--- src/hw/dhp_pkg.sv ---
// Purpose: shared constants of the dual protocol host port
// Assumes: one 40 MHz clock domain
// Notes: local register map reached over the plain register port
package dhp_pkg;
  localparam int ADDR_W = 4;
  localparam logic [3:0] OFS_STATUS = 4'h0;
  localparam logic [3:0] OFS_CONFIG = 4'h1;
  localparam logic [3:0] OFS_MASK = 4'h2;
  localparam logic [3:0] OFS_RX_DATA = 4'h3;
  localparam logic [3:0] OFS_RX_CMD = 4'h4;
  localparam logic [3:0] OFS_TX_DATA = 4'h5;
  localparam logic [3:0] OFS_STAT_BYTE = 4'h6;
  // config register fields
  localparam int CFG_INT_POL = 0;
  localparam int CFG_BUSY_POL = 1;
  localparam int CFG_BUSY = 2;
  localparam int CFG_SLEEP = 3;
  localparam int CFG_CLK_SEL = 6;
  localparam logic [7:0] CONFIG_RST = 8'h00;
  localparam logic [7:0] MASK_RST = 8'h00;
  localparam logic [7:0] STATUS_RST = 8'h00;
  localparam logic [7:0] BYTE_RST = 8'h00;
  // status event bits
  localparam int EV_DATA_WR = 0;
  localparam int EV_CMD_WR = 1;
  localparam int EV_DATA_RD = 2;
  localparam int EV_STAT_RD = 3;
  // cycle type {cycle_type_select, direction}
  typedef enum logic [1:0] {
    CYC_DATA_WR = 2'b00,
    CYC_DATA_RD = 2'b01,
    CYC_CMD_WR = 2'b10,
    CYC_STAT_RD = 2'b11
  } dhp_cyc_t;
endpackage : dhp_pkg

--- src/hw/dhp_host_port.sv ---
// Purpose: parallel host port, separate-strobe or enable-strobe protocol
// Assumes: host pins are asynchronous and pass two flip-flops first
// Notes: 4-bit mode moves each byte as two nibbles, high nibble first
`timescale 1ns/1ps
`default_nettype none
// What this block does
// [RULE1] respond only while low select is low and high select is high
// [RULE2] static protocol input picks separate strobes or enable plus direction
// [RULE3] separate-strobe protocol: shared strobe pin is active-low read
// [RULE4] enable-strobe protocol: shared strobe pin is active-high enable
// [RULE5] separate-strobe protocol: second pin is active-low write
// [RULE6] enable-strobe protocol: second pin is direction, high reads
// [RULE7] cycle type from select and direction: data/command write, data/status read
// [RULE8] bus width input: low uses low nibble, high uses full byte
// [RULE9] host leaves upper nibble undriven in 4-bit mode
// [RULE10] interrupt output with configurable active level
// [RULE11] busy output with selectable polarity; host waits while busy
// [RULE12] active-low reset pin fully resets the host port
// [RULE13] clock/sleep output: clock when config bit 6 clear, else sleep
// [RULE14] 4-bit mode: two nibble cycles per byte, high nibble first
// [RULE15] strobes are synchronised and acted on once per assertion
module dhp_host_port (
  input wire logic clock,
  input wire logic sys_rst,
  input wire logic hard_reset_n,
  input wire logic chip_select_low_n,
  input wire logic chip_select_high,
  input wire logic read_strobe_n,
  input wire logic write_strobe_n,
  input wire logic cycle_type_select,
  input wire logic protocol_select,
  input wire logic bus_width_select,
  input wire logic [7:0] data_in,
  output logic [7:0] data_out,
  output logic [7:0] data_oe,
  output logic interrupt_out,
  output logic busy_out,
  output logic clk_sleep_out,
  input wire logic [dhp_pkg::ADDR_W-1:0] reg_addr,
  input wire logic [7:0] reg_wdata,
  input wire logic reg_write,
  input wire logic reg_read,
  output logic [7:0] reg_rdata,
  output logic data_wr_valid,
  output logic cmd_wr_valid,
  output logic [7:0] wr_byte,
  output logic data_rd_done
);
  import dhp_pkg::*;

  // two-stage synchronisers for all host pins
  logic [14:0] sync1;
  logic [14:0] sync2;
  wire [14:0] pins = {hard_reset_n, chip_select_low_n, chip_select_high,
    read_strobe_n, write_strobe_n, cycle_type_select, protocol_select,
    bus_width_select, data_in[6:0]};
  logic din7_s1;
  logic din7_s2;
  always_ff @(posedge clock) begin
    if (sys_rst) begin
      sync1 <= 15'h4000;
      sync2 <= 15'h4000;
      din7_s1 <= 1'b0;
      din7_s2 <= 1'b0;
    end else begin
      sync1 <= pins;
      sync2 <= sync1;
      din7_s1 <= data_in[7];
      din7_s2 <= din7_s1;
    end
  end

  wire hrst_n_s = sync2[14];
  wire csl_n_s = sync2[13];
  wire csh_s = sync2[12];
  wire rd_n_s = sync2[11];
  wire wr_n_s = sync2[10];
  wire cts_s = sync2[9];
  wire proto_s = sync2[8];
  wire width_s = sync2[7];
  wire [7:0] din_s = {din7_s2, sync2[6:0]};

  wire rst_int = sys_rst | ~hrst_n_s; // RULE12

  // registers
  logic [7:0] status_r;
  logic [7:0] config_r;
  logic [7:0] mask_r;
  logic [7:0] rx_cmd;
  logic [7:0] tx_data;
  logic [7:0] stat_byte;
  logic [3:0] nib_hi;
  logic phase;
  logic act_prev;

  wire cs_ok = ~csl_n_s & csh_s; // RULE1
  // RULE2 RULE3 RULE4 RULE5
  wire strobe_on = proto_s ? rd_n_s : (~rd_n_s | ~wr_n_s);
  wire busy = config_r[CFG_BUSY];
  wire act = cs_ok & strobe_on & ~busy; // RULE11
  wire evt = act & ~act_prev; // RULE15
  // direction is the write pin level in both protocols
  wire rw_bit = wr_n_s; // RULE6
  dhp_cyc_t cyc;
  assign cyc = dhp_cyc_t'({cts_s, rw_bit}); // RULE7
  wire is_rd = rw_bit;
  wire byte_end = width_s | phase; // RULE14
  wire rd_read_active = cs_ok & strobe_on & rw_bit;

  // next byte for a write, assembled from nibbles in 4-bit mode
  wire [7:0] in_byte = width_s ? din_s : {nib_hi, din_s[3:0]}; // RULE8
  wire [7:0] src_byte = (cyc == CYC_STAT_RD) ? stat_byte : tx_data;
  wire [7:0] next_dout = width_s ? src_byte :
    {4'h0, (phase ? src_byte[3:0] : src_byte[7:4])}; // RULE14

  wire [7:0] next_ev;
  assign next_ev[EV_DATA_WR] = evt & byte_end & (cyc == CYC_DATA_WR);
  assign next_ev[EV_CMD_WR] = evt & byte_end & (cyc == CYC_CMD_WR);
  assign next_ev[EV_DATA_RD] = evt & byte_end & (cyc == CYC_DATA_RD);
  assign next_ev[EV_STAT_RD] = evt & byte_end & (cyc == CYC_STAT_RD);
  assign next_ev[7:4] = 4'h0;

  // register port decode
  wire wr_status = reg_write & (reg_addr == OFS_STATUS);
  wire wr_config = reg_write & (reg_addr == OFS_CONFIG);
  wire wr_mask = reg_write & (reg_addr == OFS_MASK);
  wire wr_tx = reg_write & (reg_addr == OFS_TX_DATA);
  wire wr_stat = reg_write & (reg_addr == OFS_STAT_BYTE);
  wire [7:0] clr_mask = wr_status ? reg_wdata : 8'h00;
  // set wins over a write-one clear in the same cycle
  wire [7:0] next_status = (status_r & ~clr_mask) | next_ev;
  logic [7:0] rd_mux;
  always_comb begin
    case (reg_addr)
      OFS_STATUS: rd_mux = status_r;
      OFS_CONFIG: rd_mux = config_r;
      OFS_MASK: rd_mux = mask_r;
      OFS_RX_DATA: rd_mux = wr_byte;
      OFS_RX_CMD: rd_mux = rx_cmd;
      OFS_TX_DATA: rd_mux = tx_data;
      OFS_STAT_BYTE: rd_mux = stat_byte;
      default: rd_mux = 8'h00;
    endcase
  end

  always_ff @(posedge clock) begin
    if (rst_int) begin
      status_r <= STATUS_RST;
      config_r <= CONFIG_RST;
      mask_r <= MASK_RST;
      tx_data <= BYTE_RST;
      stat_byte <= BYTE_RST;
      reg_rdata <= BYTE_RST;
    end else begin
      status_r <= next_status;
      reg_rdata <= reg_read ? rd_mux : 8'h00;
      if (wr_config) begin
        config_r <= reg_wdata;
      end
      if (wr_mask) begin
        mask_r <= reg_wdata;
      end
      if (wr_tx) begin
        tx_data <= reg_wdata;
      end
      if (wr_stat) begin
        stat_byte <= reg_wdata;
      end
    end
  end

  // host cycle engine
  always_ff @(posedge clock) begin
    if (rst_int) begin
      act_prev <= 1'b0;
      phase <= 1'b0;
      nib_hi <= 4'h0;
      wr_byte <= BYTE_RST;
      rx_cmd <= BYTE_RST;
      data_out <= BYTE_RST;
      data_oe <= 8'h00;
      data_wr_valid <= 1'b0;
      cmd_wr_valid <= 1'b0;
      data_rd_done <= 1'b0;
    end else begin
      act_prev <= act;
      data_wr_valid <= next_ev[EV_DATA_WR];
      cmd_wr_valid <= next_ev[EV_CMD_WR];
      data_rd_done <= next_ev[EV_DATA_RD];
      data_oe <= (rd_read_active & (evt | act_prev)) ?
        (width_s ? 8'hff : 8'h0f) : 8'h00; // RULE8 RULE9
      if (evt) begin
        if (!width_s) begin
          phase <= ~phase; // RULE14
        end
        if (!width_s && !phase && !is_rd) begin
          nib_hi <= din_s[3:0];
        end
        if (is_rd) begin
          data_out <= next_dout;
        end else if (byte_end && !cts_s) begin
          wr_byte <= in_byte;
        end else if (byte_end) begin
          rx_cmd <= in_byte;
        end
      end
    end
  end

  wire irq = |(status_r & mask_r);
  // RULE10
  assign interrupt_out = config_r[CFG_INT_POL] ? irq : ~irq;
  // RULE11
  assign busy_out = config_r[CFG_BUSY_POL] ? busy : ~busy;
  // RULE13
  assign clk_sleep_out = config_r[CFG_CLK_SEL] ? config_r[CFG_SLEEP] : clock;

  // checks
  AST_CS_GATE: assert property ( // RULE1
    @(posedge clock) disable iff (rst_int)
    evt |-> cs_ok)
    else $error("cycle taken without chip select");
  AST_PROTO_STROBE: assert property ( // RULE2
    @(posedge clock) disable iff (rst_int)
    evt |-> (proto_s ? rd_n_s : (!rd_n_s || !wr_n_s)))
    else $error("strobe decode wrong for protocol");
  AST_SEP_READ: assert property ( // RULE3
    @(posedge clock) disable iff (rst_int)
    evt && !proto_s && !rd_n_s |=> data_oe[0])
    else $error("read strobe did not drive data");
  AST_EN_WRITE: assert property ( // RULE4
    @(posedge clock) disable iff (rst_int)
    evt && proto_s && !wr_n_s && cts_s && width_s |=> cmd_wr_valid)
    else $error("enable write not taken");
  AST_EN_LEVEL: assert property ( // RULE4
    @(posedge clock) disable iff (rst_int)
    evt && proto_s |-> rd_n_s)
    else $error("cycle taken with enable low");
  AST_SEP_WRITE: assert property ( // RULE5
    @(posedge clock) disable iff (rst_int)
    evt && !proto_s && !wr_n_s && !cts_s && width_s |=> data_wr_valid)
    else $error("write strobe not taken");
  AST_SEP_LEVEL: assert property ( // RULE5
    @(posedge clock) disable iff (rst_int)
    evt && !proto_s && rd_n_s |-> !wr_n_s)
    else $error("cycle taken with no strobe low");
  AST_DIR_READ: assert property ( // RULE6
    @(posedge clock) disable iff (rst_int)
    evt && proto_s && wr_n_s |=> !data_wr_valid && !cmd_wr_valid)
    else $error("direction high treated as write");
  AST_CMD_TYPE: assert property ( // RULE7
    @(posedge clock) disable iff (rst_int)
    cmd_wr_valid |-> $past(cts_s) && !$past(wr_n_s))
    else $error("command write with wrong select");
  AST_DATA_WR_TYPE: assert property ( // RULE7
    @(posedge clock) disable iff (rst_int)
    data_wr_valid |-> !$past(cts_s) && !$past(wr_n_s))
    else $error("data write with wrong select");
  AST_DATA_RD_TYPE: assert property ( // RULE7
    @(posedge clock) disable iff (rst_int)
    data_rd_done |-> !$past(cts_s) && $past(wr_n_s))
    else $error("data read with wrong select");
  AST_NIBBLE_LANES: assert property ( // RULE8
    @(posedge clock) disable iff (rst_int)
    !$past(width_s) |-> data_oe[7:4] == 4'h0)
    else $error("upper lanes driven in 4-bit mode");
  AST_WIDE_LANES: assert property ( // RULE8
    @(posedge clock) disable iff (rst_int)
    $past(width_s) && data_oe != 8'h00 |-> data_oe == 8'hff)
    else $error("partial lanes driven in 8-bit mode");
  AST_INT_LEVEL: assert property ( // RULE10
    @(posedge clock) disable iff (rst_int)
    (status_r & mask_r) == 8'h00 |-> interrupt_out != config_r[CFG_INT_POL])
    else $error("interrupt active with nothing pending");
  AST_IRQ_ACTIVE: assert property ( // RULE10
    @(posedge clock) disable iff (rst_int)
    (status_r & mask_r) != 8'h00 |-> interrupt_out == config_r[CFG_INT_POL])
    else $error("interrupt idle with event pending");
  AST_SET_WINS: assert property ( // RULE10
    @(posedge clock) disable iff (rst_int)
    next_ev[EV_DATA_WR] |=> status_r[EV_DATA_WR])
    else $error("status event lost");
  AST_BUSY_BLOCK: assert property ( // RULE11
    @(posedge clock) disable iff (rst_int)
    busy |-> !evt)
    else $error("cycle taken while busy");
  AST_HARD_RESET: assert property ( // RULE12
    @(posedge clock) disable iff (sys_rst)
    !hrst_n_s |=> status_r == 8'h00 && data_oe == 8'h00)
    else $error("hard reset did not clear port");
  AST_HARD_CFG: assert property ( // RULE12
    @(posedge clock) disable iff (sys_rst)
    !hrst_n_s |=> config_r == CONFIG_RST && mask_r == MASK_RST)
    else $error("hard reset did not clear settings");
  AST_CLK_SLEEP: assert property ( // RULE13
    @(posedge clock) disable iff (rst_int)
    config_r[CFG_CLK_SEL] |-> clk_sleep_out == config_r[CFG_SLEEP])
    else $error("clock output not showing sleep");
  AST_NIB_FIRST: assert property ( // RULE14
    @(posedge clock) disable iff (rst_int)
    evt && !width_s && !phase && !is_rd |=> !data_wr_valid && !cmd_wr_valid)
    else $error("byte completed on first nibble");
  AST_NIB_SECOND: assert property ( // RULE14
    @(posedge clock) disable iff (rst_int)
    evt && !width_s && phase && !is_rd && !cts_s |=> data_wr_valid)
    else $error("byte not completed on second nibble");
  AST_ONCE: assert property ( // RULE15
    @(posedge clock) disable iff (rst_int)
    evt |=> !evt)
    else $error("strobe acted on twice");
endmodule : dhp_host_port
`default_nettype wire

--- config.mk ---
export PLATFORM = sky130hd
export DESIGN_NAME = dhp_host_port
export DESIGN_NICKNAME = d
export VERILOG_FILES = /design/src/hw/dhp_pkg.sv /design/src/hw/dhp_host_port.sv
export SDC_FILE = /design/constraint.sdc
export NUM_CORES = 1
export LEC_CHECK = 0
export ABC_AREA = 1
export BUFFER_PORTS_ARGS = -buffer_cell sky130_fd_sc_hd__buf_2
export CORE_MARGIN = 5
export CORE_UTILIZATION = 50
export CTS_BUF_LIST = sky130_fd_sc_hd__clkbuf_4
export CTS_CLUSTER_DIAMETER = 30
export CTS_CLUSTER_SIZE = 40
export DETAILED_ROUTE_END_ITERATION = 10
export GPL_TIMING_DRIVEN = 0
export PLACE_DENSITY = 0.77
export SLEW_MARGIN = 30
export SYNTH_ARGS = -nofsm -noshare
export SYNTH_HDL_FRONTEND = slang
export SYNTH_SLANG_ARGS = --single-unit
--- constraint.sdc ---
create_clock -name clock -period 1.45 [get_ports clock]
set_input_delay 0.145 -clock clock [delete_from_list [all_inputs] [get_ports clock]]
set_output_delay 0.145 -clock clock [all_outputs]
set_load 0.005 [all_outputs]
==> results.json, run 1 <==
{
  "ir_drop_uv": 1080,
  "pwr-share-comb_pct": 7.2,
  "placed_cell_area_sq_um": 5070,
  "run_status": "finished with violations",
  "clkLatencyLatePin_ns": 0.62,
  "critPathMaxFanout": 2,
  "min_path_type": "primary input to flip-flop",
  "numPlacedInstances": 799,
  "reg2reg_slack_ns": 0.01,
  "timing.final.hold_violations": 0,
  "start_util_pct": 50.3,
  "core_area_sq_um": 9110,
  "synth-seq-cells": 115,
  "path_common_cell": "nand2_1",
  "portBuffers": 69,
  "fin_skew_ns": 0.0132,
  "drtIter0Drc": 371,
  "n_fill_cell": 750,
  "regArea_sq_um": 2320,
  "use_met1_pct": 25.9,
  "die_w_um": 106,
  "clock.fmax_ghz": 0.568,
  "power_density_nw_per_um2": 1160,
  "cp-end-kind": "output pin",
  "seqPwrFrac_pct": 46.3,
  "avgSynthCellArea_sq_um": 7.41,
  "drive_gt1_share_pct": 26.3,
  "slowest_delay_ns": 0.34,
  "final_cells": 878,
  "routed_via_density": 5.29,
  "boundaryPins": 70,
  "internal-power_mw": 5.31,
  "nets": 786,
  "grtUsageMet2_pct": 40.1,
  "r2r_end": "rx_cmd[2]$_SDFFE_PP0P_",
  "hold_start": "reg_addr[1]",
  "critical_path_arrival_ns": 1.61,
  "wl_um": 13000,
  "wl_per_cell_um": 14.8,
  "netlist_instances": 619,
  "max_slew_margin_pct": 64.2,
  "fin_area_sq_um": 6050,
  "syn2layout_area_growth_pct": 32.0,
  "die_area_sq_um": 11200,
  "grt.overflow.total": 0,
  "multi_input_area_sq_um": 1920,
  "antenna_found_initial": 0,
  "grt_start_max_net_pins": 17,
  "rsz0062_at_grt": "yes",
  "final_common_cell": "nor2_1",
  "crit_required_ns": 1.31,
  "drv_cap": 0,
  "synth_edf_count": 0,
  "postRouteAntennaNets": 0,
  "slowest_stage": "dfxtp_2",
  "p_sw_share_pct": 24.4,
  "top_usage_layer": "met2",
  "row_count": 35,
  "setup_slack_ns": -0.310,
  "final_cell_mix": "106 x nor2_1, 102 x dfxtp_1, 81 x nand2_1",
  "violations": "setup timing",
  "synth_flop_cell": "dfxtp_1",
  "start_kind": "flip-flop",
  "n_antenna_cell": 0,
  "gp_congestion": 0.941,
  "dr_total_vias": 4644,
  "syn_nets": 651,
  "synth-seq-area-share_pct": 50.2,
  "synthArstFlopShare_pct": 0,
  "slew_violations": 0,
  "holdPathStages": 5,
  "p_clk_share_pct": 46.4,
  "r2r_cells": 9,
  "yosysUniqueCellTypes": 28,
  "syn_area_sq_um": 4590,
  "grt_pass1_wl_um": 20500,
  "p_switching_mw": 1.71,
  "fp.dieH_um": 106,
  "met3_usage_pct": 6.80,
  "fin_crit_sh_pct": 121,
  "yosysWarnings": 0,
  "whs_endpoint": "reg_rdata[4]$_SDFF_PP0_",
  "setup_viol": 1,
  "cts_tree": "built",
  "path_cells": "nand2_1, nand2_1, a221oi_2, nand2_1, nand2_1, nand2_1, buf_2",
  "drt_first_pass_iters": 6,
  "r2r-start": "sync2[12]$_SDFF_PP0_",
  "min_period_ns": 1.76,
  "clkTransAtPathRegs_ns": 0.11,
  "dpl.hpwl_um": 8800,
  "p_leak_nw": 2.55,
  "critPathKind": "flip-flop to output pin",
  "pre_cts_ws_ns": -0.128,
  "worst_pin_slew_ns": 0.536,
  "drc_errors": 0,
  "gr-usage-all-layers_pct": 23.5,
  "grt_pass1_vias": 4460
}
cells in the mapped netlist (all sizes together), types with 4 or more instances:
cell      n  area share (%)
buf      14             2.0
mux2i     4            0.87
nand4    10             1.5
nor2    124              11
nand2    88             7.4
a211oi    4            0.65
dfxtp   115              50
nand3    30             3.4
inv      91             7.4
o22ai    16             2.2
a21oi    51             5.6
clkbuf   12            0.98
o21ai    52             5.8
routing by layer:
layer  wire, um  vias up  part of all wire, %
li1           -     2252                    -
met1       5080     2112                   39
met2       6310      227                   49
met3       1000       53                  7.7
met4        564        0                  4.4
met5          0        -                    0
per-stage QoR:
step                      power (mW)  hold WS [ns]  setup TNS, ns  util [%]
after floorplan                 3.59         0.243              0         -
after CTS                       7.01        0.0741         -0.317      64.2
after detailed placement        3.77         0.323          -1.78      55.7
final                           7.03         0.115         -0.310      66.4
after global routing            7.28         0.133          -1.54      66.4
after global placement          3.76         0.323         -0.864      55.7
worst max-delay path, delay by kind of cell, from the launching register on:
family                 cells  cell delay (ns)
DFF                        1             0.34
buffers and inverters      1             0.12
and+or+nand+nor            5             0.30
AOI/OAI and AO/OA          1             0.24
how the worst max path moves through the flow:
stage	from	endpoint
after floorplan	sync2[10]$_SDFF_PP0_	data_out[6]$_SDFFE_PP0P_
after global placement	reg_addr[3]	reg_rdata[3]$_SDFF_PP0_
after detailed placement	reg_addr[3]	reg_rdata[0]$_SDFF_PP0_
after CTS	status_r[3]$_SDFF_PP0_	interrupt_out
after global routing	status_r[3]$_SDFF_PP0_	interrupt_out
final	status_r[3]$_SDFF_PP0_	interrupt_out
final cells by class:
type | count | share of cell area, %
Inverter | 92 | 5.79
Buffer | 26 | 2.58
Clock inverter | 14 | 4.16
Sequential cell | 115 | 38.4
Timing Repair Buffer | 111 | 12.4
Tap cell | 111 | 2.29
Clock buffer | 22 | 2.69
Multi-Input combinational cell | 387 | 31.7
kinds of logic after synthesis:
group | synth area share, %
buffers and inverters | 10.5
xor gates and xnor gates | 0.191
and+or+nand+nor | 23.7
DFF | 50.2
AOI/OAI and AO/OA | 14.5
muxes | 0.873
timing repair:
item,in CTS,in global routing
cloned,1,2
setup endpoints to repair,46,48
hold buffers,27,0
resized for setup,19,43
buffers inserted,5,9
endpoints found under the hold margin,69,0
pin swaps,4,22
power by group through the flow:
stage	logic, mW	registers [mW]	clock network, mW
global placement	0.385	3.32	0.0490
detailed placement	0.396	3.32	0.0490
floorplan	0.248	3.32	0.0269
CTS	0.465	3.25	3.29
global route	0.558	3.26	3.46
finish	0.508	3.25	3.26
sequential cells by signal (all words and copies together) (netlist names):
signal         count
sync2             15
din7_s2            1
rx_cmd             8
data_wr_valid      1
data_out           8
act_prev           1
tx_data            8
reg_rdata          8
nib_hi             4
din7_s1            1
sync1             15
status_r           8
phase              1
mask_r             8
data_oe            2
data_rd_done       1
config_r           8
cmd_wr_valid       1
stat_byte          8
wr_byte            8
(Power assumes the default switching activity.)
==> run 2, diff against run 1 <==
==> constraint.sdc (replaced) <==
create_clock -name clock -period 2 [get_ports clock]
set_input_delay 0.2 -clock clock [delete_from_list [all_inputs] [get_ports clock]]
set_output_delay 0.2 -clock clock [all_outputs]
set_load 0.005 [all_outputs]
==> run 2 against run 1 <==
Effect of this change:
- the run now ends clean
- critical path depth unchanged
- combinational power down 33%
- routed wire length down 3.4%
- clock-buffer cell count unchanged
- via count down 4.2%
- clock skew up 0.0036 ns
- die area unchanged
- cell area down 4.9%
- total power down 28%
- clock power down 28%
- final cell count down 1.9%
- non-clock buffer count down 16
- largest cell class unchanged
==> results.json, run 2 (synthesis results as in run 1) <==
{
  "start_util_pct": 50.3,
  "nets": 769,
  "critical_path_arrival_ns": 1.65,
  "critPathKind": "flip-flop to output pin",
  "slowest_delay_ns": 0.34,
  "die_area_sq_um": 11200,
  "drv_cap": 0,
  "drt_first_pass_iters": 6,
  "cpLargestDelayFamily": "flip-flops",
  "slowest_stage": "dfxtp_1",
  "drc_errors": 0,
  "boundaryPins": 70,
  "antenna_found_initial": 0,
  "rsz0062_at_grt": "no",
  "start_kind": "flip-flop",
  "final_cell_mix": "115 x dfxtp_1, 113 x nor2_1, 85 x nand2_1",
  "critPathBufInv": 1,
  "cts_tree": "built",
  "row_count": 35,
  "clock.fmax_ghz": 0.539,
  "slew_violations": 0,
  "regArea_sq_um": 2300,
  "cp-end-kind": "output pin",
  "grt_start_max_net_pins": 17,
  "placed_cell_area_sq_um": 5070,
  "p_leak_nw": 2.42,
  "clkLatencyLatePin_ns": 0.62,
  "largestRegisters": "sync1 x15, sync2 x15",
  "portBuffers": 69,
  "hold_ws_ns": 0.185,
  "fin_crit_sh_pct": 92.7,
  "max_slew_margin_pct": 62.5,
  "core_area_sq_um": 9110,
  "multi_input_area_sq_um": 1810,
  "ir_drop_uv": 775,
  "die_w_um": 106,
  "routed_via_density": 5.17,
  "gp_congestion": 0.941,
  "fp.dieH_um": 106,
  "wl_per_cell_um": 14.5,
  "run_status": "completed",
  "power_density_nw_per_um2": 879,
  "worst_pin_slew_ns": 0.563,
  "n_antenna_cell": 0,
  "critPathMaxFanout": 2,
  "path_cells": "nand2_1, nand2_1, a221oi_1, nand2_1, nand2_1, nand2_1, buf_2",
  "n_fill_cell": 798,
  "fin_area_sq_um": 5760,
  "path_common_cell": "nand2_1",
  "syn2layout_area_growth_pct": 25.5,
  "dpl.hpwl_um": 8800,
  "clkTransAtPathRegs_ns": 0.12,
  "gr-usage-all-layers_pct": 23.2,
  "drive_gt1_share_pct": 19.6,
  "finalSetupTns_ns": 0,
  "grt.overflow.total": 0,
  "final_common_cell": "dfxtp_1",
  "dr_total_vias": 4450,
  "fin_skew_ns": 0.0168,
  "min_period_ns": 1.85,
  "crit_required_ns": 1.80,
  "postRouteAntennaNets": 0,
  "grt_pass1_wl_um": 20300,
  "wl_um": 12500,
  "min_path_type": "primary input to flip-flop",
  "grt_pass1_vias": 4388,
  "timing.final.hold_violations": 0,
  "drtIter0Drc": 417,
  "setup_viol": 0
}
==> run 2: cell types whose count changed in the layout (fill, tap and decap cells not counted), moves of 4 or more <==
| cell | previous run | this run |
|---|---|---|
| dfxtp_1 | 102 | 115 |
| buf_4 | 20 | 9 |
| dfxtp_2 | 11 | 0 |
| nor2_1 | 106 | 113 |
| nor2_4 | 7 | 1 |
| buf_6 | 5 | 0 |
| clkbuf_1 | 8 | 12 |
| clkbuf_2 | 4 | 0 |
| nand2_1 | 81 | 85 |
| nand2_2 | 7 | 3 |
| o21ai_0 | 25 | 29 |
==> run 2: repair_timing <==
| action | CTS | global route |
|---|---|---|
| setup buffers | 0 | 0 |
| hold buffers | 27 | 0 |
| setup endpoints to repair | 0 | 1 |
| resized for setup | 0 | 1 |
| hold endpoints to repair | 58 | 0 |
==> run 2: final timing paths <==
path / from / endpoint / slack (ns) / depth (start not counted)
max: mask_r[7]$_SDFFE_PP0P_ / interrupt_out / 0.15 / 7
min reg2reg: sync1[12]$_SDFF_PP0_ / sync2[12]$_SDFF_PP0_ / 0.40 / 2
min: reg_addr[1] / reg_rdata[4]$_SDFF_PP0_ / 0.19 / 5
max reg2reg: sync2[14]$_SDFF_PP1_ / wr_byte[7]$_SDFFE_PP0P_ / 0.40 / 6
==> run 2: power breakdown <==
group	total (mW)	internal, mW	switching (mW)
combinational	0.338	0.127	0.211
sequential	2.36	2.34	0.0214
clock	2.36	1.37	0.995
total	5.06	3.83	1.23
==> run 2: layout make-up <==
cell class	count	area share, %
Inverter	92	6.00
Timing Repair Buffer	95	10.6
Clock buffer	22	2.83
Buffer	26	2.39
Sequential cell	115	40.0
Clock inverter	14	4.37
Tap cell	111	2.41
Multi-Input combinational cell	386	31.4
==> run 2: per-layer routing <==
layer	GRT usage, %	part of all wire, %
met1	25.7	40
met2	39.7	49
met3	6.74	7.7
met4	12.6	3.8
met5	0	0
==> run 2: metrics by stage <==
stage                     setup slack (ns)  power [mW]  util [%]  std cells
final                                0.146        5.06      63.2        861
after global routing               0.00258        5.25      63.2        861
after CTS                           0.0543        5.07      63.1        861
after detailed placement             0.367        2.73      55.7        799
after global placement               0.395        2.72      55.7        799
after floorplan                      0.676        2.61         -        619
==> run 2: worst reg2reg max path: stages, from the launching register on <==
cell      delay [ns]
dfxtp_1         0.33
inv_1           0.03
nor2_1          0.23
buf_2           0.31
clkbuf_1        0.40
nand2_1         0.15
nor2_1          0.10
